`config.mk`:
```
export PLATFORM = sky130hd
export DESIGN_NAME = csf_oam_framer
export DESIGN_NICKNAME = d
export VERILOG_FILES = /design/src/shared/csf_pkg.sv /design/src/design/csf_oam_framer.sv /design/src/design/csf_rx_parser.sv
export SDC_FILE = /design/constraint.sdc
export NUM_CORES = 1
export LEC_CHECK = 0
export BUFFER_PORTS_ARGS = -buffer_cell sky130_fd_sc_hd__buf_2
export CORE_MARGIN = 8
export CORE_UTILIZATION = 63
export DETAILED_ROUTE_END_ITERATION = 10
export PLACE_DENSITY = 0.87
export SYNTH_ARGS = -nofsm -noshare
export SYNTH_HDL_FRONTEND = slang
export SYNTH_SLANG_ARGS = --single-unit
```
`constraint.sdc`:
```
create_clock -name clock -period 5.9 [get_ports clock]
set_input_delay 0.295 -clock clock [delete_from_list [all_inputs] [get_ports clock]]
set_output_delay 0.295 -clock clock [all_outputs]
set_load 0.05 [all_outputs]
```
`src/shared/csf_pkg.sv`:
```
/*
  Shared constants and types for the client-signal-fail framer.
  Assumes one 125 MHz system clock; PDU bytes move as one byte a beat.
*/
`default_nettype none

package csf_pkg;

  // ----------------------------------------------------------------
  // Timing
  // ----------------------------------------------------------------
  localparam int unsigned CLOCK_HZ = 125_000_000;
  localparam int unsigned TICK_TIME_MS = 1;
  // Clock cycles in one millisecond tick
  localparam int unsigned TICK_CYCLES_DEFAULT = CLOCK_HZ / 1000 * TICK_TIME_MS;
  localparam int unsigned TICK_CNT_W = 17;
  // Transmit periods, in seconds
  localparam int unsigned PERIOD_SEC_S = 1;
  localparam int unsigned PERIOD_MIN_S = 60;
  localparam int unsigned TIMER_W = 18;
  // Periods and 3.5-period timeouts, in ms ticks
  localparam logic [17:0] PERIOD_SEC_MS = 18'(PERIOD_SEC_S * 1000);
  localparam logic [17:0] PERIOD_MIN_MS = 18'(PERIOD_MIN_S * 1000);
  localparam logic [17:0] TIMEOUT_SEC_MS = 18'(PERIOD_SEC_S * 1000 * 7 / 2);
  localparam logic [17:0] TIMEOUT_MIN_MS = 18'(PERIOD_MIN_S * 1000 * 7 / 2);

  // ----------------------------------------------------------------
  // PDU fields
  // ----------------------------------------------------------------
  localparam logic [4:0] PDU_VERSION = 5'h00;
  localparam logic [7:0] PDU_OPCODE = 8'h34;
  localparam logic [7:0] PDU_TLV_OFFSET = 8'h00;
  localparam logic [7:0] PDU_END_TLV = 8'h00;
  localparam logic [2:0] PDU_LAST_IDX = 3'h4;
  localparam int unsigned PDU_BYTES = 5;
  // Defect type codes, flags bits 6 to 4
  localparam logic [2:0] DEFECT_LOS = 3'h0;
  localparam logic [2:0] DEFECT_FDI = 3'h1;
  localparam logic [2:0] DEFECT_RDI = 3'h2;
  localparam logic [2:0] DEFECT_DCI = 3'h3;
  // Period codes, flags bits 3 to 1
  localparam logic [2:0] PERIOD_CODE_SEC = 3'h4;
  localparam logic [2:0] PERIOD_CODE_MIN = 3'h6;
  // End point instance space
  localparam int unsigned INSTANCE_W = 13;
  localparam int unsigned INSTANCE_MAX = 8192;

  // ----------------------------------------------------------------
  // Types
  // ----------------------------------------------------------------
  // Flags octet layout
  typedef struct packed {
    logic spare_hi;
    logic [2:0] defect;
    logic [2:0] period;
    logic spare_lo;
  } csf_flags_type;

  // One byte beat of a PDU stream
  typedef struct packed {
    logic [7:0] data;
    logic last;
  } byte_beat_type;

  // Transmit sequencer states
  typedef enum logic [1:0] {
    TX_IDLE = 2'b01,
    TX_SEND = 2'b10
  } tx_state_type;

endpackage : csf_pkg

`default_nettype wire

```
`src/design/csf_oam_framer.sv`:
```
/*
  Client-signal-fail framer for one point-to-point down end point:
  sends periodic fault PDUs while the ingress client link is down,
  and turns received PDUs into a remote fault on the egress port.
  Assumes the link framing around the PDU bytes is added outside,
  and that the end point up/down states come from the fault manager.
*/
// Contract
// - PDU carries sender's 3-bit level
// - Version 0, opcode 52 marks PDU
// - Flags hold defect and period fields
// - Defect codes LOS, FDI, RDI, DCI
// - Only 1 second or 1 minute periods
// - Never emit invalid or reserved periods
// - TLV offset field always zero
// - PDU ends with all-zero octet
// - Send only while both end points up (a frame already started still finishes)
// - Aggregated client: timeout 3.5 configured intervals
// - Up to 8k instances, one port each
// - Link fault starts sending at once
// - Clearance by silence or DCI PDU
// - Non-clear PDU forces egress port down
// - DCI or 3.5-period silence clears fault
`default_nettype none

module csf_oam_framer import csf_pkg::*; #(
  parameter int unsigned TICK_CYCLES = TICK_CYCLES_DEFAULT
) (
  input wire logic clock,
  input wire logic rst_n,
  // Configuration
  input wire logic csf_enable, // Transmission allowed
  input wire logic [2:0] local_level, // Maintenance level
  input wire logic [2:0] defect_cfg, // Fault type to send
  input wire logic period_minute, // 1: one a minute
  input wire logic dci_on_clear, // Send a clear PDU on recovery
  input wire logic client_is_lag, // Client is an aggregated port
  input wire logic [12:0] instance_id, // End point instance
  // Status inputs
  input wire logic client_link_up,
  input wire logic local_mep_up,
  input wire logic remote_mep_up,
  // Transmit stream
  output logic tx_valid,
  output byte_beat_type tx_beat,
  output logic [12:0] tx_instance,
  input wire logic tx_ready,
  // Receive stream
  input wire logic rx_valid,
  input wire byte_beat_type rx_beat,
  // Egress client control
  output logic remote_fault,
  output logic egress_oper_up
);

  // ----------------------------------------------------------------
  // Millisecond tick
  // ----------------------------------------------------------------
  logic [TICK_CNT_W-1:0] tick_cnt_q, tick_cnt_d; // Cycle count in tick
  logic tick; // One-cycle pulse each millisecond

  // Free-running divider, shared by both timers
  always_comb begin
    tick = tick_cnt_q == TICK_CNT_W'(TICK_CYCLES - 1);
    if (tick) begin
      tick_cnt_d = '0;
    end else begin
      tick_cnt_d = tick_cnt_q + 1'b1;
    end
  end

  always_ff @(posedge clock or negedge rst_n) begin
    if (!rst_n) begin
      tick_cnt_q <= '0;
    end else begin
      tick_cnt_q <= tick_cnt_d;
    end
  end

  // ----------------------------------------------------------------
  // Local fault tracking and send requests
  // ----------------------------------------------------------------
  logic local_fault; // Client link down while enabled
  logic both_up; // Both end points healthy
  logic fault_q, fault_d; // Last cycle's local fault
  logic req_q, req_d; // A PDU is owed
  logic dci_q, dci_d; // The owed PDU is a clear
  logic [TIMER_W-1:0] per_cnt_q, per_cnt_d; // Ticks into period
  logic [TIMER_W-1:0] cfg_period; // Configured period
  logic [TIMER_W-1:0] cfg_timeout; // 3.5 configured periods
  logic tx_start; // Sequencer takes the request

  assign local_fault = csf_enable & ~client_link_up;
  assign both_up = local_mep_up & remote_mep_up;
  assign cfg_period = period_minute ? PERIOD_MIN_MS : PERIOD_SEC_MS;
  assign cfg_timeout = period_minute ? TIMEOUT_MIN_MS : TIMEOUT_SEC_MS;

  // Period timer; a set arriving with a take is kept
  always_comb begin
    fault_d = local_fault;
    per_cnt_d = per_cnt_q;
    req_d = req_q;
    dci_d = dci_q;
    // Taken requests clear first so new events win
    if (tx_start) begin
      req_d = 1'b0;
      dci_d = 1'b0;
    end
    if (!local_fault) begin
      per_cnt_d = '0;
      // Recovery: stop, or send one clear PDU
      if (fault_q && dci_on_clear && csf_enable) begin
        req_d = 1'b1;
        dci_d = 1'b1;
      end
    end else if (!fault_q) begin
      // First PDU goes out without waiting a period
      per_cnt_d = '0;
      req_d = 1'b1;
      dci_d = 1'b0;
    end else if (tick) begin
      if (per_cnt_q >= cfg_period - 1'b1) begin
        per_cnt_d = '0;
        req_d = 1'b1;
      end else begin
        per_cnt_d = per_cnt_q + 1'b1;
      end
    end
    // An end point failure drops anything owed
    if (!both_up) begin
      req_d = 1'b0;
      dci_d = 1'b0;
    end
  end

  always_ff @(posedge clock or negedge rst_n) begin
    if (!rst_n) begin
      fault_q <= 1'b0;
      req_q <= 1'b0;
      dci_q <= 1'b0;
      per_cnt_q <= '0;
    end else begin
      fault_q <= fault_d;
      req_q <= req_d;
      dci_q <= dci_d;
      per_cnt_q <= per_cnt_d;
    end
  end

  // ----------------------------------------------------------------
  // Transmit sequencer
  // ----------------------------------------------------------------
  tx_state_type tx_state_q, tx_state_d; // Sequencer state
  logic [8*PDU_BYTES-1:0] frame_q, frame_d; // Bytes still to send
  logic [2:0] tx_idx_q, tx_idx_d; // Byte being offered
  logic [12:0] inst_q, inst_d; // Instance tag of frame
  csf_flags_type tx_flags; // Flags of the next PDU
  logic [2:0] tx_defect; // Defect code to send

  // Unknown configured types fall back to loss of signal
  always_comb begin
    if (dci_q) begin
      tx_defect = DEFECT_DCI;
    end else if (defect_cfg == DEFECT_FDI || defect_cfg == DEFECT_RDI) begin
      tx_defect = defect_cfg;
    end else begin
      tx_defect = DEFECT_LOS;
    end
    tx_flags.spare_hi = 1'b0;
    tx_flags.defect = tx_defect;
    // Only the two defined codes can ever be built
    tx_flags.period = period_minute ? PERIOD_CODE_MIN : PERIOD_CODE_SEC;
    tx_flags.spare_lo = 1'b0;
  end

  assign tx_start = tx_state_q == TX_IDLE && req_q && both_up;

  // Frame build and byte walk
  always_comb begin
    tx_state_d = tx_state_q;
    frame_d = frame_q;
    tx_idx_d = tx_idx_q;
    inst_d = inst_q;
    unique case (tx_state_q)
      TX_IDLE: begin
        if (tx_start) begin
          // The whole PDU is frozen here, so mid-frame
          // configuration changes cannot tear it
          frame_d = {local_level, PDU_VERSION,
                     PDU_OPCODE,
                     tx_flags,
                     PDU_TLV_OFFSET,
                     PDU_END_TLV};
          inst_d = instance_id;
          tx_idx_d = 3'h0;
          tx_state_d = TX_SEND;
        end
      end
      TX_SEND: begin
        // A started frame finishes; cutting it would leave
        // a runt on the wire. Only new frames are held off.
        if (tx_ready) begin
          frame_d = {frame_q[8*PDU_BYTES-9:0], 8'h00};
          tx_idx_d = tx_idx_q + 3'h1;
          if (tx_idx_q == PDU_LAST_IDX) begin
            tx_state_d = TX_IDLE;
          end
        end
      end
    endcase
  end

  always_ff @(posedge clock or negedge rst_n) begin
    if (!rst_n) begin
      tx_state_q <= TX_IDLE;
      frame_q <= '0;
      tx_idx_q <= 3'h0;
      inst_q <= '0;
    end else begin
      tx_state_q <= tx_state_d;
      frame_q <= frame_d;
      tx_idx_q <= tx_idx_d;
      inst_q <= inst_d;
    end
  end

  assign tx_valid = tx_state_q == TX_SEND;
  assign tx_beat.data = frame_q[8*PDU_BYTES-1 -: 8];
  assign tx_beat.last = tx_valid && tx_idx_q == PDU_LAST_IDX;
  assign tx_instance = inst_q;

  // ----------------------------------------------------------------
  // Receive side
  // ----------------------------------------------------------------
  logic pdu_ok; // Valid PDU just ended
  logic pdu_dci; // It carried a clear
  logic pdu_minute; // It announced a 1 minute period

  csf_rx_parser parser (
    .clock(clock),
    .rst_n(rst_n),
    .rx_valid(rx_valid),
    .rx_beat(rx_beat),
    .local_level(local_level),
    .pdu_ok(pdu_ok),
    .pdu_dci(pdu_dci),
    .pdu_minute(pdu_minute)
  );

  logic rem_q, rem_d; // Remote fault held
  logic rx_min_q, rx_min_d; // Sender's last period
  logic [TIMER_W-1:0] to_cnt_q, to_cnt_d; // Ticks since last PDU
  logic [TIMER_W-1:0] to_limit; // Silence that clears

  // Aggregated clients time out on our own interval
  always_comb begin
    if (client_is_lag) begin
      to_limit = cfg_timeout;
    end else if (rx_min_q) begin
      to_limit = TIMEOUT_MIN_MS;
    end else begin
      to_limit = TIMEOUT_SEC_MS;
    end
  end

  // Remote fault: a received fault wins over a same-cycle timeout
  always_comb begin
    rem_d = rem_q;
    rx_min_d = rx_min_q;
    to_cnt_d = to_cnt_q;
    if (rem_q && tick) begin
      if (to_cnt_q >= to_limit - 1'b1) begin
        rem_d = 1'b0;
        to_cnt_d = '0;
      end else begin
        to_cnt_d = to_cnt_q + 1'b1;
      end
    end
    if (pdu_ok) begin
      to_cnt_d = '0;
      rx_min_d = pdu_minute;
      rem_d = !pdu_dci;
    end
    // A failed remote end point releases the client port
    if (!remote_mep_up) begin
      rem_d = 1'b0;
      to_cnt_d = '0;
    end
  end

  always_ff @(posedge clock or negedge rst_n) begin
    if (!rst_n) begin
      rem_q <= 1'b0;
      rx_min_q <= 1'b0;
      to_cnt_q <= '0;
    end else begin
      rem_q <= rem_d;
      rx_min_q <= rx_min_d;
      to_cnt_q <= to_cnt_d;
    end
  end

  assign remote_fault = rem_q;
  assign egress_oper_up = ~rem_q;

endmodule : csf_oam_framer

`default_nettype wire

```
`src/design/csf_rx_parser.sv`:
```
/*
  Receive parser: checks one PDU a frame, byte by byte.
  Assumes beats arrive without back-pressure, one byte a valid cycle.
*/
`default_nettype none

module csf_rx_parser import csf_pkg::*; (
  input wire logic clock,
  input wire logic rst_n,
  input wire logic rx_valid,
  input wire byte_beat_type rx_beat,
  input wire logic [2:0] local_level,
  output logic pdu_ok,
  output logic pdu_dci,
  output logic pdu_minute
);

  // ----------------------------------------------------------------
  // State
  // ----------------------------------------------------------------
  logic [2:0] idx_q, idx_d; // Byte index within the frame
  logic bad_q, bad_d; // Frame already judged bad
  csf_flags_type flags_q, flags_d; // Captured flags octet
  logic ok_q, ok_d; // One-cycle accept pulse
  logic byte_bad; // Current byte fails its check

  // Per-byte field checks
  always_comb begin
    byte_bad = 1'b0;
    unique case (idx_q)
      3'h0: byte_bad = rx_beat.data != {local_level, PDU_VERSION};
      3'h1: byte_bad = rx_beat.data != PDU_OPCODE;
      3'h2: byte_bad = (rx_beat.data[3:1] != PERIOD_CODE_SEC) &&
                       (rx_beat.data[3:1] != PERIOD_CODE_MIN);
      3'h3: byte_bad = 1'b0;
      3'h4: byte_bad = !rx_beat.last || rx_beat.data != PDU_END_TLV;
      default: byte_bad = 1'b1; // Too long
    endcase
  end

  // Next-state: frame walk and accept decision
  always_comb begin
    idx_d = idx_q;
    bad_d = bad_q;
    flags_d = flags_q;
    ok_d = 1'b0;
    if (rx_valid) begin
      if (idx_q == 3'h2) begin
        flags_d = rx_beat.data;
      end
      if (rx_beat.last) begin
        // Short frames never reach the end-marker check
        ok_d = !bad_q && !byte_bad && idx_q == PDU_LAST_IDX;
        idx_d = 3'h0;
        bad_d = 1'b0;
      end else begin
        bad_d = bad_q | byte_bad;
        // Saturate so an overlong frame stays bad
        if (idx_q != 3'h5) begin
          idx_d = idx_q + 3'h1;
        end
      end
    end
  end

  // Registers
  always_ff @(posedge clock or negedge rst_n) begin
    if (!rst_n) begin
      idx_q <= 3'h0;
      bad_q <= 1'b0;
      flags_q <= '0;
      ok_q <= 1'b0;
    end else begin
      idx_q <= idx_d;
      bad_q <= bad_d;
      flags_q <= flags_d;
      ok_q <= ok_d;
    end
  end

  assign pdu_ok = ok_q;
  assign pdu_dci = flags_q.defect == DEFECT_DCI;
  assign pdu_minute = flags_q.period == PERIOD_CODE_MIN;

endmodule : csf_rx_parser

`default_nettype wire

```
* Yosys cells after proc, flatten, opt, wreduce, memory -nomap -nowiden
Cells that the tools add are included.
Cells by class: $add $sub $neg 7, $lt $le $gt $ge 2, equal/unequal tests 23, multiplexer cells 48, bitwise operators 5, reduce and logical (&&, ||, !) cells 24
Operators by type and width (count):
- 18-bit 2-to-1 mux | 11
- 40-bit 2-to-1 mux | 2
- 40-bit case mux with 2 select lines | 1
- 18-bit by 1-bit adder with 18-bit output, second input constant | 2
- 18-bit >= comparator | 2
- 1-bit 2-to-1 mux | 19
- 3-bit 2-to-1 mux | 6
- 18-bit by 1-bit subtractor with 18-bit output, second input constant | 1
- 17-bit by 1-bit adder with 17-bit output, second input constant | 1
- 17-bit == test, second input constant | 1
- 17-bit 2-to-1 mux | 1
- 16-bit by 1-bit subtractor with 17-bit output, second input constant | 1
- 16-bit 2-to-1 mux | 1
- 3-bit by 2-bit == test with 1-bit output, second input constant | 4
- 3-bit != test, second input constant | 4
- 2-bit AND reduction | 5
- 3-bit == test, second input constant | 3
- 1-bit logical AND | 9
- 2-bit 2-to-1 mux | 4
- 8-bit by 6-bit != test with 1-bit output, second input constant | 1
- 8-bit != test | 1
- 8-bit nonzero test | 1
- 3-bit by 1-bit adder with 3-bit output, second input constant | 2
- 3-bit by 1-bit == test with 1-bit output, second input constant | 2
- other kinds (16) | 24
Storage, ports and cells: register bits 127, input port bits 39, output and inout bits 25, word-level logic and storage cells 126

* Logic depth before layout (Yosys ltp)
Gate-level depths: netlist of run 1.
depth in word-level cells 9, mapped depth 11

* Modules after synthesis
Synthesis of run 1 repeated with hierarchy kept, for this count alone.
Unflattened totals: cells, all modules 547, area total of the unflattened synthesis 5511.5 um^2
By module, submodules not included:
- csf_oam_framer | times used 1, cells an instance 480, area an instance 4837.1 um^2, seq. area each 2303.5 um^2
- csf_rx_parser | times used 1, cells an instance 67, area an instance 674.4 um^2, seq. area each 275.3 um^2

* Worst setup path before layout of run 1
No wires, ideal clock.
path type register to register, from register rx_min_q, to register to_cnt_q[8], setup time 96 ps, data arrival time 2551 ps, data required time 5804 ps, setup slack 3253 ps, cell stages (with the launch flop) 12, period minus slack after synthesis 2647 ps, cells stage by stage dfrtp_1 > inv_1 > o21a_1 > inv_1 > ha_1 > a21oi_1 > o21ai_0 > a311oi_1 > nand3_1 > clkbuf_1 > o2bb2a_1 > o31ai_1
Between the ends: cells in the longest elaborated chain, start to end 8
RTL lines:
- start: declaration | line csf_oam_framer.sv:251 | logic rx_min_q, rx_min_d;
- start signal: assignment | line csf_oam_framer.sv:298 | rx_min_q <= rx_min_d;
- 18-bit 2-to-1 mux | line csf_oam_framer.sv:259 | end else if (rx_min_q) begin
- 18-bit 2-to-1 mux | line csf_oam_framer.sv:257 | if (client_is_lag) begin
- 18-bit by 1-bit subtractor with 18-bit output | line csf_oam_framer.sv:272 | if (to_cnt_q >= to_limit - 1'b1) begin
- 18-bit >= comparator | line csf_oam_framer.sv:272
- 18-bit 2-to-1 mux | line csf_oam_framer.sv:272
- 18-bit 2-to-1 mux | line csf_oam_framer.sv:271 | if (rem_q && tick) begin
- 18-bit 2-to-1 mux | line csf_oam_framer.sv:279 | if (pdu_ok) begin
- 18-bit 2-to-1 mux | line csf_oam_framer.sv:285 | if (!remote_mep_up) begin
- end signal: assignment | line csf_oam_framer.sv:299 | to_cnt_q <= to_cnt_d;
- end: declaration | line csf_oam_framer.sv:252 | logic [TIMER_W-1:0] to_cnt_q, to_cnt_d;
Every way passes these cells. The select of a mux whose other input is x is not followed. A chain may end at the register's enable or synchronous reset.

* Final worst setup path of run 1
from register rx_min_q, to register to_cnt_q[11]
The elaborated chain is that of the path after synthesis.

==> results of run 1 <==
-- routing by layer --
layer | track usage (%) | vias up | share of wire (%)
li1 | - | 2085 | -
met1 | 27.2 | 2151 | 44
met2 | 35.3 | 125 | 49
met3 | 4.87 | 13 | 5.8
met4 | 6.36 | 0 | 1.2
met5 | 0 | - | 0
-- worst max-delay path, stage by stage, from the launching register on --
cell and delay, ns:
dfrtp_1 0.38, inv_1 0.06, o21a_1 0.29, inv_1 0.16, ha_1 0.32, a21oi_1 0.16
o21ai_0 0.09, a311oi_1 0.66, nand3_1 0.56, nand2b_1 0.44, o31ai_1 0.31
-- state kept, by name, indices dropped and copies added, names as in the netlist, 2 cells and up --
signal,cells
per_cnt_q,18
to_cnt_q,18
tick_cnt_q,17
frame_q,16
tx_instance,13
parser.flags_q,6
parser.idx_q,3
tx_idx_q,3
tx_state_q,2
-- through the flow --
step	instance area [µm²]	utilization, %	setup slack (ns)
2_1_floorplan	5510	-	3.25
3_3_place_gp	5860	68.1	2.57
3_5_place_dp	5860	68.1	2.33
4_1_cts	6060	70.6	2.39
5_1_grt	6060	70.6	2.07
6_report	6060	70.6	2.37
-- logic make-up after synthesis --
family          after synthesis  share of synthesized area (%)
xor+xnor                     28                           4.46
mux                          22                           4.46
flops                       103                           46.9
simple gates                207                           20.2
compound gates              111                           13.5
other cells                   2                          0.136
buf+inv                      44                           3.57
fa+ha+maj                    30                           6.82
-- placed cells by master, fill, tap and decap left out, types with 16 or more instances in the layout --
master,netlist,final
a21oi_1,25,25
nand4_1,18,18
inv_1,19,19
nand3_1,24,24
nor2_1,29,29
nor3_1,16,16
mux2_2,20,20
nand2_1,53,53
o21ai_0,28,28
ha_1,30,30
xnor2_1,24,24
buf_2,1,60
dfrtp_1,102,102
-- final cells by class --
| type | instances | area (µm²) |
|---|---|---|
| Sequential cell | 103 | 2580 |
| Multi-Input combinational cell | 402 | 2740 |
| Clock inverter | 6 | 61.3 |
| Fill cell | 636 | 2530 |
| Clock buffer | 10 | 138 |
| Inverter | 20 | 75.1 |
| Tap cell | 108 | 135 |
| Timing Repair Buffer | 65 | 340 |
-- synthesized netlist by cell type, types with 3 or more instances --
cell      count  area (µm²)
xnor2_1      24         210
ha_1         30         375
nand3_1      24         120
o22ai_1       5        31.3
o21ai_0      28         140
clkbuf_1     15        56.3
nor4_1        8        50.1
a211oi_1      4        30.0
buf_4         8        60.1
inv_1        19        71.3
nand4b_1      3        26.3
or3_1         3        18.8
xor2_1        4        35.0
nand2b_1      6        37.5
a41o_1        5        50.1
nor2_1       29         109
a22o_1       12         105
mux2_2       20         225
o21bai_1      4        30.0
or2_2         3        18.8
nand4_1      18         113
and2_1        6        37.5
nor4b_1       3        26.3
and3_1        7        43.8
nor3_1       16        80.1
o31ai_1       7        52.6
dfrtp_1     102        2550
o22a_1        3        26.3
a21oi_1      25         125
a21o_1        4        30.0
nand2_1      53         199
nor2b_1      10        62.6
nor3b_1       5        37.5
and4_1        3        26.3
-- timing repair --
item                       in CTS  in global routing
hold buffers                    1                  0
setup endpoints to repair       0                  0
gates resized for setup         0                  0
setup buffers                   0                  0
hold endpoints to repair       38                  0
-- worst paths after layout --
kind,endpoint,slack (ns)
worst max-delay path,to_cnt_q[11]$_DFFE_PN0P_,2.37
worst min-delay path,fault_q$_DFF_PN0_,0.14
worst max register to register,to_cnt_q[11]$_DFFE_PN0P_,2.37
worst min register to register,tick_cnt_q[0]$_DFF_PN0_,0.47
max in group asynchronous,tick_cnt_q[3]$_DFF_PN0_,4.32
min in group asynchronous,dci_q$_DFF_PN0_,0.43
-- power by group --
part | total [µW] | switching, µW | leakage [µW] | internal, µW
logic | 342 | 220 | 0.00129 | 122
registers | 839 | 54.7 | 0.00138 | 784
clock network | 437 | 261 | 0.0000982 | 176
total | 1620 | 536 | 0.00277 | 1080
==> flow_metrics.py, run 1 <==
metrics = {
    "die": {
        "dieArea_mm2": 0.0120,
        "row_count": 34,
        "die_w_um": 109,
        "io_pins": 64,
        "die_y_um": 109,
        "core_area_mm2": 0.00859,
        "start_util_pct": 64.1,
    },
    "critical_path": {
        "cp_max_fo": 16,
        "cp.required_ns": 6.16,
        "r2r_start": "rx_min_q$_DFFE_PN0P_",
        "rr_worst_depth": 10,
        "cp.arrival_ns": 3.79,
        "crit_type": "reg2reg",
        "startpoint_type": "flip-flop",
        "startpoint": "rx_min_q$_DFFE_PN0P_",
        "endpoint_kind": "flip-flop",
    },
    "yosys": {
        "synth_cell_types": 60,
        "yosysWarnings": 0,
        "synth.avg_cell_area_um2": 10.1,
        "ys_seq_area_share_pct": 46.9,
        "ys_seq_elements": 103,
        "synthCells": 547,
        "synthFlopType": "dfrtp_1",
        "syn_area_mm2": 0.00550,
        "async_flop_share_pct": 100,
        "synth_edf_count": 0,
    },
    "drt": {
        "dr.pass1.iters": 5,
        "ant_nets": 0,
        "vias": 4374,
        "viasPerCell": 6.13,
        "drt_iter0_drc": 240,
        "drc": 0,
        "wire_per_inst_um": 16.8,
        "route.final.wire_length_um": 12000,
    },
    "place": {
        "hpwlAfterDp_um": 8980,
        "dp_cells": 697,
        "port-buffer-count": 61,
        "gp_congestion": 0.896,
    },
    "final_layout": {
        "areaGrowthSynthToFinish_pct": 10.2,
        "final_cells": 714,
        "drive_gt1_share_pct": 18.3,
        "n_antenna_cell": 0,
        "fin_nets": 670,
    },
    "clock_tree": {
        "cts_sinks": 103,
        "cts_buffer_depth": 2,
        "cts_tree": "built",
        "numCtsBuffers": 9,
        "cts_max_level": 3,
        "clk_latency_ns": 0.37,
        "root_buffer": "clkbuf_8",
        "cts.clk_slew.worst_paths_ns": 0.12,
    },
    "grt": {
        "antenna_found_initial": 0,
        "grt_max_degree": 65,
        "grt_pass1_wl_um": 20600,
        "first_global_vias": 4430,
        "grt_use_total_pct": 21.3,
        "grt-ovfl-total": 0,
    },
    "timing": {
        "timing.final.crit_share_pct": 59.8,
        "maxSlewViolCount": 0,
        "relSlewSlack_pct": 32.2,
        "rsz0062_at_grt": "no",
        "hold_viol_final": 0,
        "worst_pin_slew_ns": 1.01,
        "holdWs_ns": 0.141,
        "finalCriticalPeriod_ns": 3.53,
        "setup_violations": 0,
        "skew_ns": 0.0250,
        "fin_setup_tns_ns": 0,
        "fmax_mhz": 283,
    },
    "pwr": {
        "power_uw": 1620,
        "power_density_mw_per_mm2": 267,
        "vdd_drop_max_mv": 0.250,
        "power.leakage_uw": 0.00277,
    },
    "min_path": {
        "holdPathStages": 2,
        "hold_path_startpoint": "client_link_up",
        "hold_path.class": "in2reg",
    },
    "outcome": {
        "status": "complete, no violations",
    },
    "flow_run": {
        "maxCapViolCount": 0,
    },
}
Note: power is estimated with default switching activity, not from simulation.
==> inputs of run 2 (changes only) <==
--- a/config.mk
+++ b/config.mk
@@ -7,9 +7,9 @@
 export LEC_CHECK = 0
 export BUFFER_PORTS_ARGS = -buffer_cell sky130_fd_sc_hd__buf_2
 export CORE_MARGIN = 8
-export CORE_UTILIZATION = 63
+export CORE_UTILIZATION = 59
 export DETAILED_ROUTE_END_ITERATION = 10
-export PLACE_DENSITY = 0.87
+export PLACE_DENSITY = 0.83
 export SYNTH_ARGS = -nofsm -noshare
 export SYNTH_HDL_FRONTEND = slang
 export SYNTH_SLANG_ARGS = --single-unit
==> constraint.sdc (replaced) <==
create_clock -name clock -period 3.4 [get_ports clock]
set_input_delay 0.17 -clock clock [delete_from_list [all_inputs] [get_ports clock]]
set_output_delay 0.17 -clock clock [all_outputs]
set_load 0.05 [all_outputs]
==> run 2 against run 1 <==
  * Combinational power rose by 78%
  * Sequential share of layout area down 1.0 points
  * Register-to-register slack lost 2.1 ns
  * Non-clock buffer count increased by 13
  * Via count increased by 0.69%
  * Final cell count up 2.2%
  * Core utilization down 2.7 points
  * Setup slack got worse by 2.1 ns
  * Clock skew shrank 0.012 ns
  * First-iteration DRC count decreased by 2.5%
  * Count of clock-buffer cells in the layout decreased by 1
  * Routed wire length rose by 5.6%
  * Critical endpoint unchanged
==> flow_metrics.py, run 2 (synthesized netlist as in run 1, its figures left out) <==
metrics = {
    "timing": {
        "timing.final.crit_share_pct": 93.1,
        "worst_pin_slew_ns": 1.07,
        "rsz0062_at_grt": "no",
        "finalCriticalPeriod_ns": 3.16,
        "hold_viol_final": 0,
        "fmax_mhz": 316,
        "relSlewSlack_pct": 28.4,
        "fin_setup_tns_ns": 0,
        "setup_violations": 0,
        "maxSlewViolCount": 0,
        "skew_ns": 0.0129,
    },
    "critical_path": {
        "r2r_start": "rx_min_q$_DFFE_PN0P_",
        "cp.arrival_ns": 3.45,
        "critPathSlowestCell": "a311oi_1",
        "rrSetupSlack_ns": 0.24,
        "cpPeakStageDelay_ns": 0.67,
        "cp_max_fo": 16,
        "endpoint_kind": "flip-flop",
        "path_cells": "inv_1 -> o21a_1 -> inv_1 -> ha_1 -> a21oi_1 -> o21ai_0 -> a311oi_1 -> nand3_1 -> buf_4 -> nand2b_1 -> o31ai_1",
        "startpoint_type": "flip-flop",
        "crit_path_frequent_cell": "inv_1",
        "cp.required_ns": 3.69,
        "crit_type": "reg2reg",
        "r2r_end": "to_cnt_q[11]$_DFFE_PN0P_",
        "rr_worst_depth": 11,
    },
    "clock_tree": {
        "post_cts_resized": 0,
        "postCtsSetupRepairBufs": 0,
        "cts_buffer_depth": 2,
        "cts_sinks": 103,
        "hold_buffers": 11,
        "cts_tree": "built",
        "cts.clk_slew.worst_paths_ns": 0.11,
        "root_buffer": "clkbuf_8",
        "numCtsBuffers": 9,
        "clk_latency_ns": 0.39,
        "cts_max_level": 3,
    },
    "min_path": {
        "worstHoldEndpoint": "tx_instance[12]$_DFFE_PN0P_",
        "hold_path.class": "in2reg",
        "hold_path_startpoint": "instance_id[12]",
        "holdPathStages": 2,
    },
    "grt": {
        "grt_pass1_wl_um": 21100,
        "grt-ovfl-total": 0,
        "antenna_found_initial": 0,
        "grt_max_degree": 73,
        "grt_use_total_pct": 20.3,
        "first_global_vias": 4384,
    },
    "drt": {
        "met2_length_um": 6040,
        "viasPerCell": 6.03,
        "met3_length_um": 970,
        "top_layer": "met4",
        "wire_per_inst_um": 17.3,
        "route.final.wire_length_um": 12600,
        "wl_met1_um": 5520,
        "vias": 4404,
        "drc": 0,
        "drt_iter0_drc": 234,
        "dr.pass1.iters": 5,
        "ant_nets": 0,
    },
    "final_layout": {
        "fin_nets": 683,
        "layout_commonest_cell": "dfrtp_1",
        "final_design_area_no_fill_mm2": 0.00622,
        "n_antenna_cell": 0,
        "fillers": 681,
        "areaGrowthSynthToFinish_pct": 12.9,
        "drive_gt1_share_pct": 18.4,
        "register_area_mm2": 0.00258,
        "top_regs": "per_cnt_q (18), to_cnt_q (18), tick_cnt_q (17)",
        "layout_common_cells": "dfrtp_1, buf_2, nand2_1",
        "multiInputGateArea_mm2": 0.00274,
    },
    "pwr": {
        "power_density_mw_per_mm2": 467,
        "vdd_drop_max_mv": 0.474,
        "combPwrFrac_pct": 21.0,
        "power.leakage_uw": 0.00284,
        "cellInternalPower_uw": 1950,
        "clkPwrFrac_pct": 29.0,
        "seqPwrFrac_pct": 50.0,
        "p_sw_share_pct": 32.8,
        "p_switching_uw": 953,
    },
    "die": {
        "die_y_um": 113,
        "die_w_um": 113,
        "row_count": 35,
        "start_util_pct": 60.1,
        "core_area_mm2": 0.00915,
        "io_pins": 64,
        "dieArea_mm2": 0.0127,
    },
    "place": {
        "placed_cell_area_mm2": 0.00588,
        "port-buffer-count": 61,
        "hpwlAfterDp_um": 9080,
        "gp_congestion": 0.908,
    },
    "outcome": {
        "status": "complete, no violations",
    },
    "flow_run": {
        "maxCapViolCount": 0,
    },
}
[run 2: cell count changes in the layout (fill, tap and decap cells not counted), sizes merged]
cell and delta:
buf +3, clkinvlp -1, bufinv +1, clkbuf -1, dlygate4sd3 +10, clkinv +1
[run 2: worst max-delay path by stage]
| stage | start | end | slack, ns | cells after the start |
|---|---|---|---|---|
| final | rx_min_q$_DFFE_PN0P_ | to_cnt_q[11]$_DFFE_PN0P_ | 0.24 | 11 |
| after global routing | rx_min_q$_DFFE_PN0P_ | to_cnt_q[11]$_DFFE_PN0P_ | 0.09 | 11 |
| after CTS | rx_min_q$_DFFE_PN0P_ | to_cnt_q[11]$_DFFE_PN0P_ | 0.31 | 11 |
| after detailed placement | rx_min_q$_DFFE_PN0P_ | to_cnt_q[11]$_DFFE_PN0P_ | 0.34 | 11 |
| after global placement | rx_min_q$_DFFE_PN0P_ | to_cnt_q[11]$_DFFE_PN0P_ | 0.50 | 11 |
| after floorplan | rx_min_q$_DFFE_PN0P_ | to_cnt_q[8]$_DFFE_PN0P_ | 0.75 | 11 |
[run 2: layout make-up]
cell class | instances | share of cell area, %
repair buffers | 78 | 7.45
clock inverters | 7 | 1.61
clock buffers | 9 | 1.99
well taps | 111 | 2.23
inverters | 20 | 1.21
multi-input cells | 402 | 44.0
flip-flops and latches | 103 | 41.5
[run 2: metrics by stage]
stage	total power (µW)	hold WS, ns	worst slack [ns]	instances	utilization, %
final	2900	0.0244	0.235	730	67.9
after global routing	3040	0.00155	0.0865	730	67.9
after CTS	2930	0.00228	0.307	730	67.9
after detailed placement	2070	0.348	0.345	703	64.3
after global placement	2040	0.343	0.503	703	64.3
after floorplan	1920	-0.126	0.753	549	-
[run 2: metal layers]
| layer | up-vias | track usage (%) |
|---|---|---|
| met4 | 0 | 4.95 |
| met3 | 12 | 7.41 |
| met2 | 154 | 32.8 |
| met1 | 2131 | 25.3 |
| met5 | - | 0 |
| li1 | 2107 | - |
[run 2: critical path: cells and delay by family (launching register included)]
kind                       cells  cell delay, ns
DFF                            1            0.38
and+or+nand+nor                2            0.44
adders and majority gates      1            0.31
buffers and inverters          3            0.42
AOI/OAI and AO/OA              5            1.51
[run 2: power by group through the flow]
stage / clock [µW] / sequential, µW / combinational [µW]
2_1_floorplan: 0 / 1450 / 476
3_5_place_dp: 0 / 1470 / 597
3_3_place_gp: 0 / 1460 / 577
4_1_cts: 869 / 1450 / 610
6_report: 842 / 1450 / 609
5_1_grt: 914 / 1470 / 661
==> inputs of run 3 (changes only) <==
--- a/config.mk
+++ b/config.mk
@@ -5,11 +5,11 @@
 export SDC_FILE = /design/constraint.sdc
 export NUM_CORES = 1
 export LEC_CHECK = 0
-export BUFFER_PORTS_ARGS = -buffer_cell sky130_fd_sc_hd__buf_2
 export CORE_MARGIN = 8
-export CORE_UTILIZATION = 59
+export CORE_UTILIZATION = 64
 export DETAILED_ROUTE_END_ITERATION = 10
-export PLACE_DENSITY = 0.83
+export DONT_BUFFER_PORTS = 1
+export PLACE_DENSITY = 0.82
 export SYNTH_ARGS = -nofsm -noshare
 export SYNTH_HDL_FRONTEND = slang
 export SYNTH_SLANG_ARGS = --single-unit
==> run 3 against run 2 <==
  * Clock skew up 0.0044 ns
  * Sequential cell count did not move
  * Clock power shrank 2%
  * Critical path type unchanged
==> flow_metrics.py, run 3 (synthesized netlist as in run 1, its figures left out) <==
metrics = {
    "final_layout": {
        "layout_commonest_cell": "dfrtp_1",
        "drive_gt1_share_pct": 9.31,
        "n_antenna_cell": 0,
        "areaGrowthSynthToFinish_pct": 11.5,
        "final_core_util_pct": 72.2,
        "top_regs": "per_cnt_q (18), to_cnt_q (18), tick_cnt_q (17)",
        "fillers": 583,
        "final_design_area_no_fill_mm2": 0.00614,
        "layout_common_cells": "dfrtp_1, nand2_1, dlygate4sd3_1",
        "fin_nets": 644,
    },
    "place": {
        "placed_cell_area_mm2": 0.00557,
        "port-buffer-count": 0,
        "gp_congestion": 0.917,
        "hpwlAfterDp_um": 8390,
        "pre_cts_slack_ns": 0.533,
    },
    "flow_run": {
        "maxCapViolCount": 0,
    },
    "grt": {
        "antenna_found_initial": 0,
        "grt_pass1_wl_um": 22300,
        "first_global_vias": 4559,
        "grt_use_total_pct": 23.4,
        "grt_max_degree": 104,
        "grt-ovfl-total": 0,
    },
    "timing": {
        "setup_violations": 0,
        "relSlewSlack_pct": 26.9,
        "fin_setup_tns_ns": 0,
        "setup_slack_ns": 0.517,
        "worst_pin_slew_ns": 1.09,
        "maxSlewViolCount": 0,
        "holdWs_ns": 0.0194,
        "timing.final.crit_share_pct": 84.8,
        "fmax_mhz": 347,
        "hold_viol_final": 0,
        "skew_ns": 0.0173,
        "finalCriticalPeriod_ns": 2.88,
        "rsz0062_at_grt": "no",
    },
    "clock_tree": {
        "cts_sinks": 103,
        "numCtsBuffers": 9,
        "cts_tree": "built",
        "postCtsSetupRepairBufs": 0,
        "cts_buffer_depth": 2,
        "cts_max_level": 3,
        "cts.clk_slew.worst_paths_ns": 0.11,
        "root_buffer": "clkbuf_8",
        "clk_latency_ns": 0.38,
    },
    "min_path": {
        "hold_path.class": "in2reg",
    },
    "drt": {
        "drt_iter0_drc": 254,
        "route.final.wire_length_um": 13200,
        "dr.pass1.iters": 5,
        "wire_per_inst_um": 19.1,
        "viasPerCell": 6.40,
        "ant_nets": 0,
        "drc": 0,
        "vias": 4406,
    },
    "critical_path": {
        "critPathSlowestCell": "dfrtp_1",
        "cpPeakStageDelay_ns": 0.38,
        "rrSetupSlack_ns": 0.52,
        "endpoint_kind": "flip-flop",
        "startpoint_type": "flip-flop",
        "crit_type": "reg2reg",
        "critPathBufInv": 4,
        "cp_top_family": "compound AO/OA/AOI/OAI gates",
        "path_cells": "inv_1 -> o21a_1 -> inv_1 -> ha_1 -> a21oi_1 -> o21ai_0 -> a311oi_1 -> buf_4 -> nand3_1 -> buf_4 -> nand2b_1 -> o31ai_1",
        "cp.required_ns": 3.67,
        "cp.arrival_ns": 3.16,
        "cp_max_fo": 16,
    },
    "die": {
        "dieArea_mm2": 0.0118,
        "row_count": 34,
        "start_util_pct": 64.7,
        "die_w_um": 109,
        "die_y_um": 109,
        "core_area_mm2": 0.00851,
        "io_pins": 64,
    },
    "pwr": {
        "power.leakage_uw": 0.00267,
        "vdd_drop_max_mv": 0.484,
        "power_density_mw_per_mm2": 467,
    },
    "outcome": {
        "status": "complete, no violations",
    },
}
-- run 3: worst register-to-register path, delay by kind of cell, from the launching register on --
kind | cells | cell delay, ns
simple gates | 2 | 0.36
compound gates | 5 | 1.14
flops | 1 | 0.38
fa+ha+maj | 1 | 0.31
buf+inv | 4 | 0.60
-- run 3: layer usage --
layer	GRT usage, %	vias to the layer above	wire length (µm)	share of wire [%]
met5	0	-	0	0
met4	7.72	0	195	1.5
met3	7.39	22	1100	8.4
met2	38.7	189	6510	49
met1	28.6	2157	5360	41
li1	-	2038	-	-
-- run 3: timing repair --
item / CTS / global route
resized for setup: 0 / 0
endpoints found under the hold margin: 134 / 0
hold buffers: 33 / 0
-- run 3: power by group --
| group | switching [µW] | internal (µW) | leakage (µW) |
|---|---|---|---|
| logic | 266 | 207 | 0.00118 |
| clock network | 466 | 362 | 0.000110 |
| registers | 207 | 1360 | 0.00138 |
| total | 939 | 1930 | 0.00267 |
-- run 3: layout make-up --
class	instances	area (µm²)	share of cell area, %
multi-input combinational	402	2740	44.6
inverter	20	75.1	1.22
tap	108	135	2.20
timing repair buffer	39	393	6.40
clock inverter	7	97.6	1.59
sequential	103	2580	42.0
clock buffer	9	124	2.02
-- run 3: stage by stage --
step                      total power, µW  std cells
after detailed placement             1980        639
after floorplan                      1920        549
final                                2870        688
after CTS                            2860        688
after global placement               1960        639
after global routing                 2990        688
-- run 3: final timing paths --
check                                         from                             to  cells after the start
setup / recovery              rx_min_q$_DFFE_PN0P_       to_cnt_q[15]$_DFFE_PN0P_                     12
hold / removal                      local_level[0]        frame_q[37]$_DFFE_PN0P_                      2
setup reg to reg              rx_min_q$_DFFE_PN0P_       to_cnt_q[15]$_DFFE_PN0P_                     12
hold reg to reg            tick_cnt_q[0]$_DFF_PN0_        tick_cnt_q[0]$_DFF_PN0_                      1
max in group asynchronous                    rst_n      tx_state_q[0]$_DFFE_PN1P_                      2
min in group asynchronous                    rst_n  parser.flags_q[1]$_DFFE_PN0P_                      2
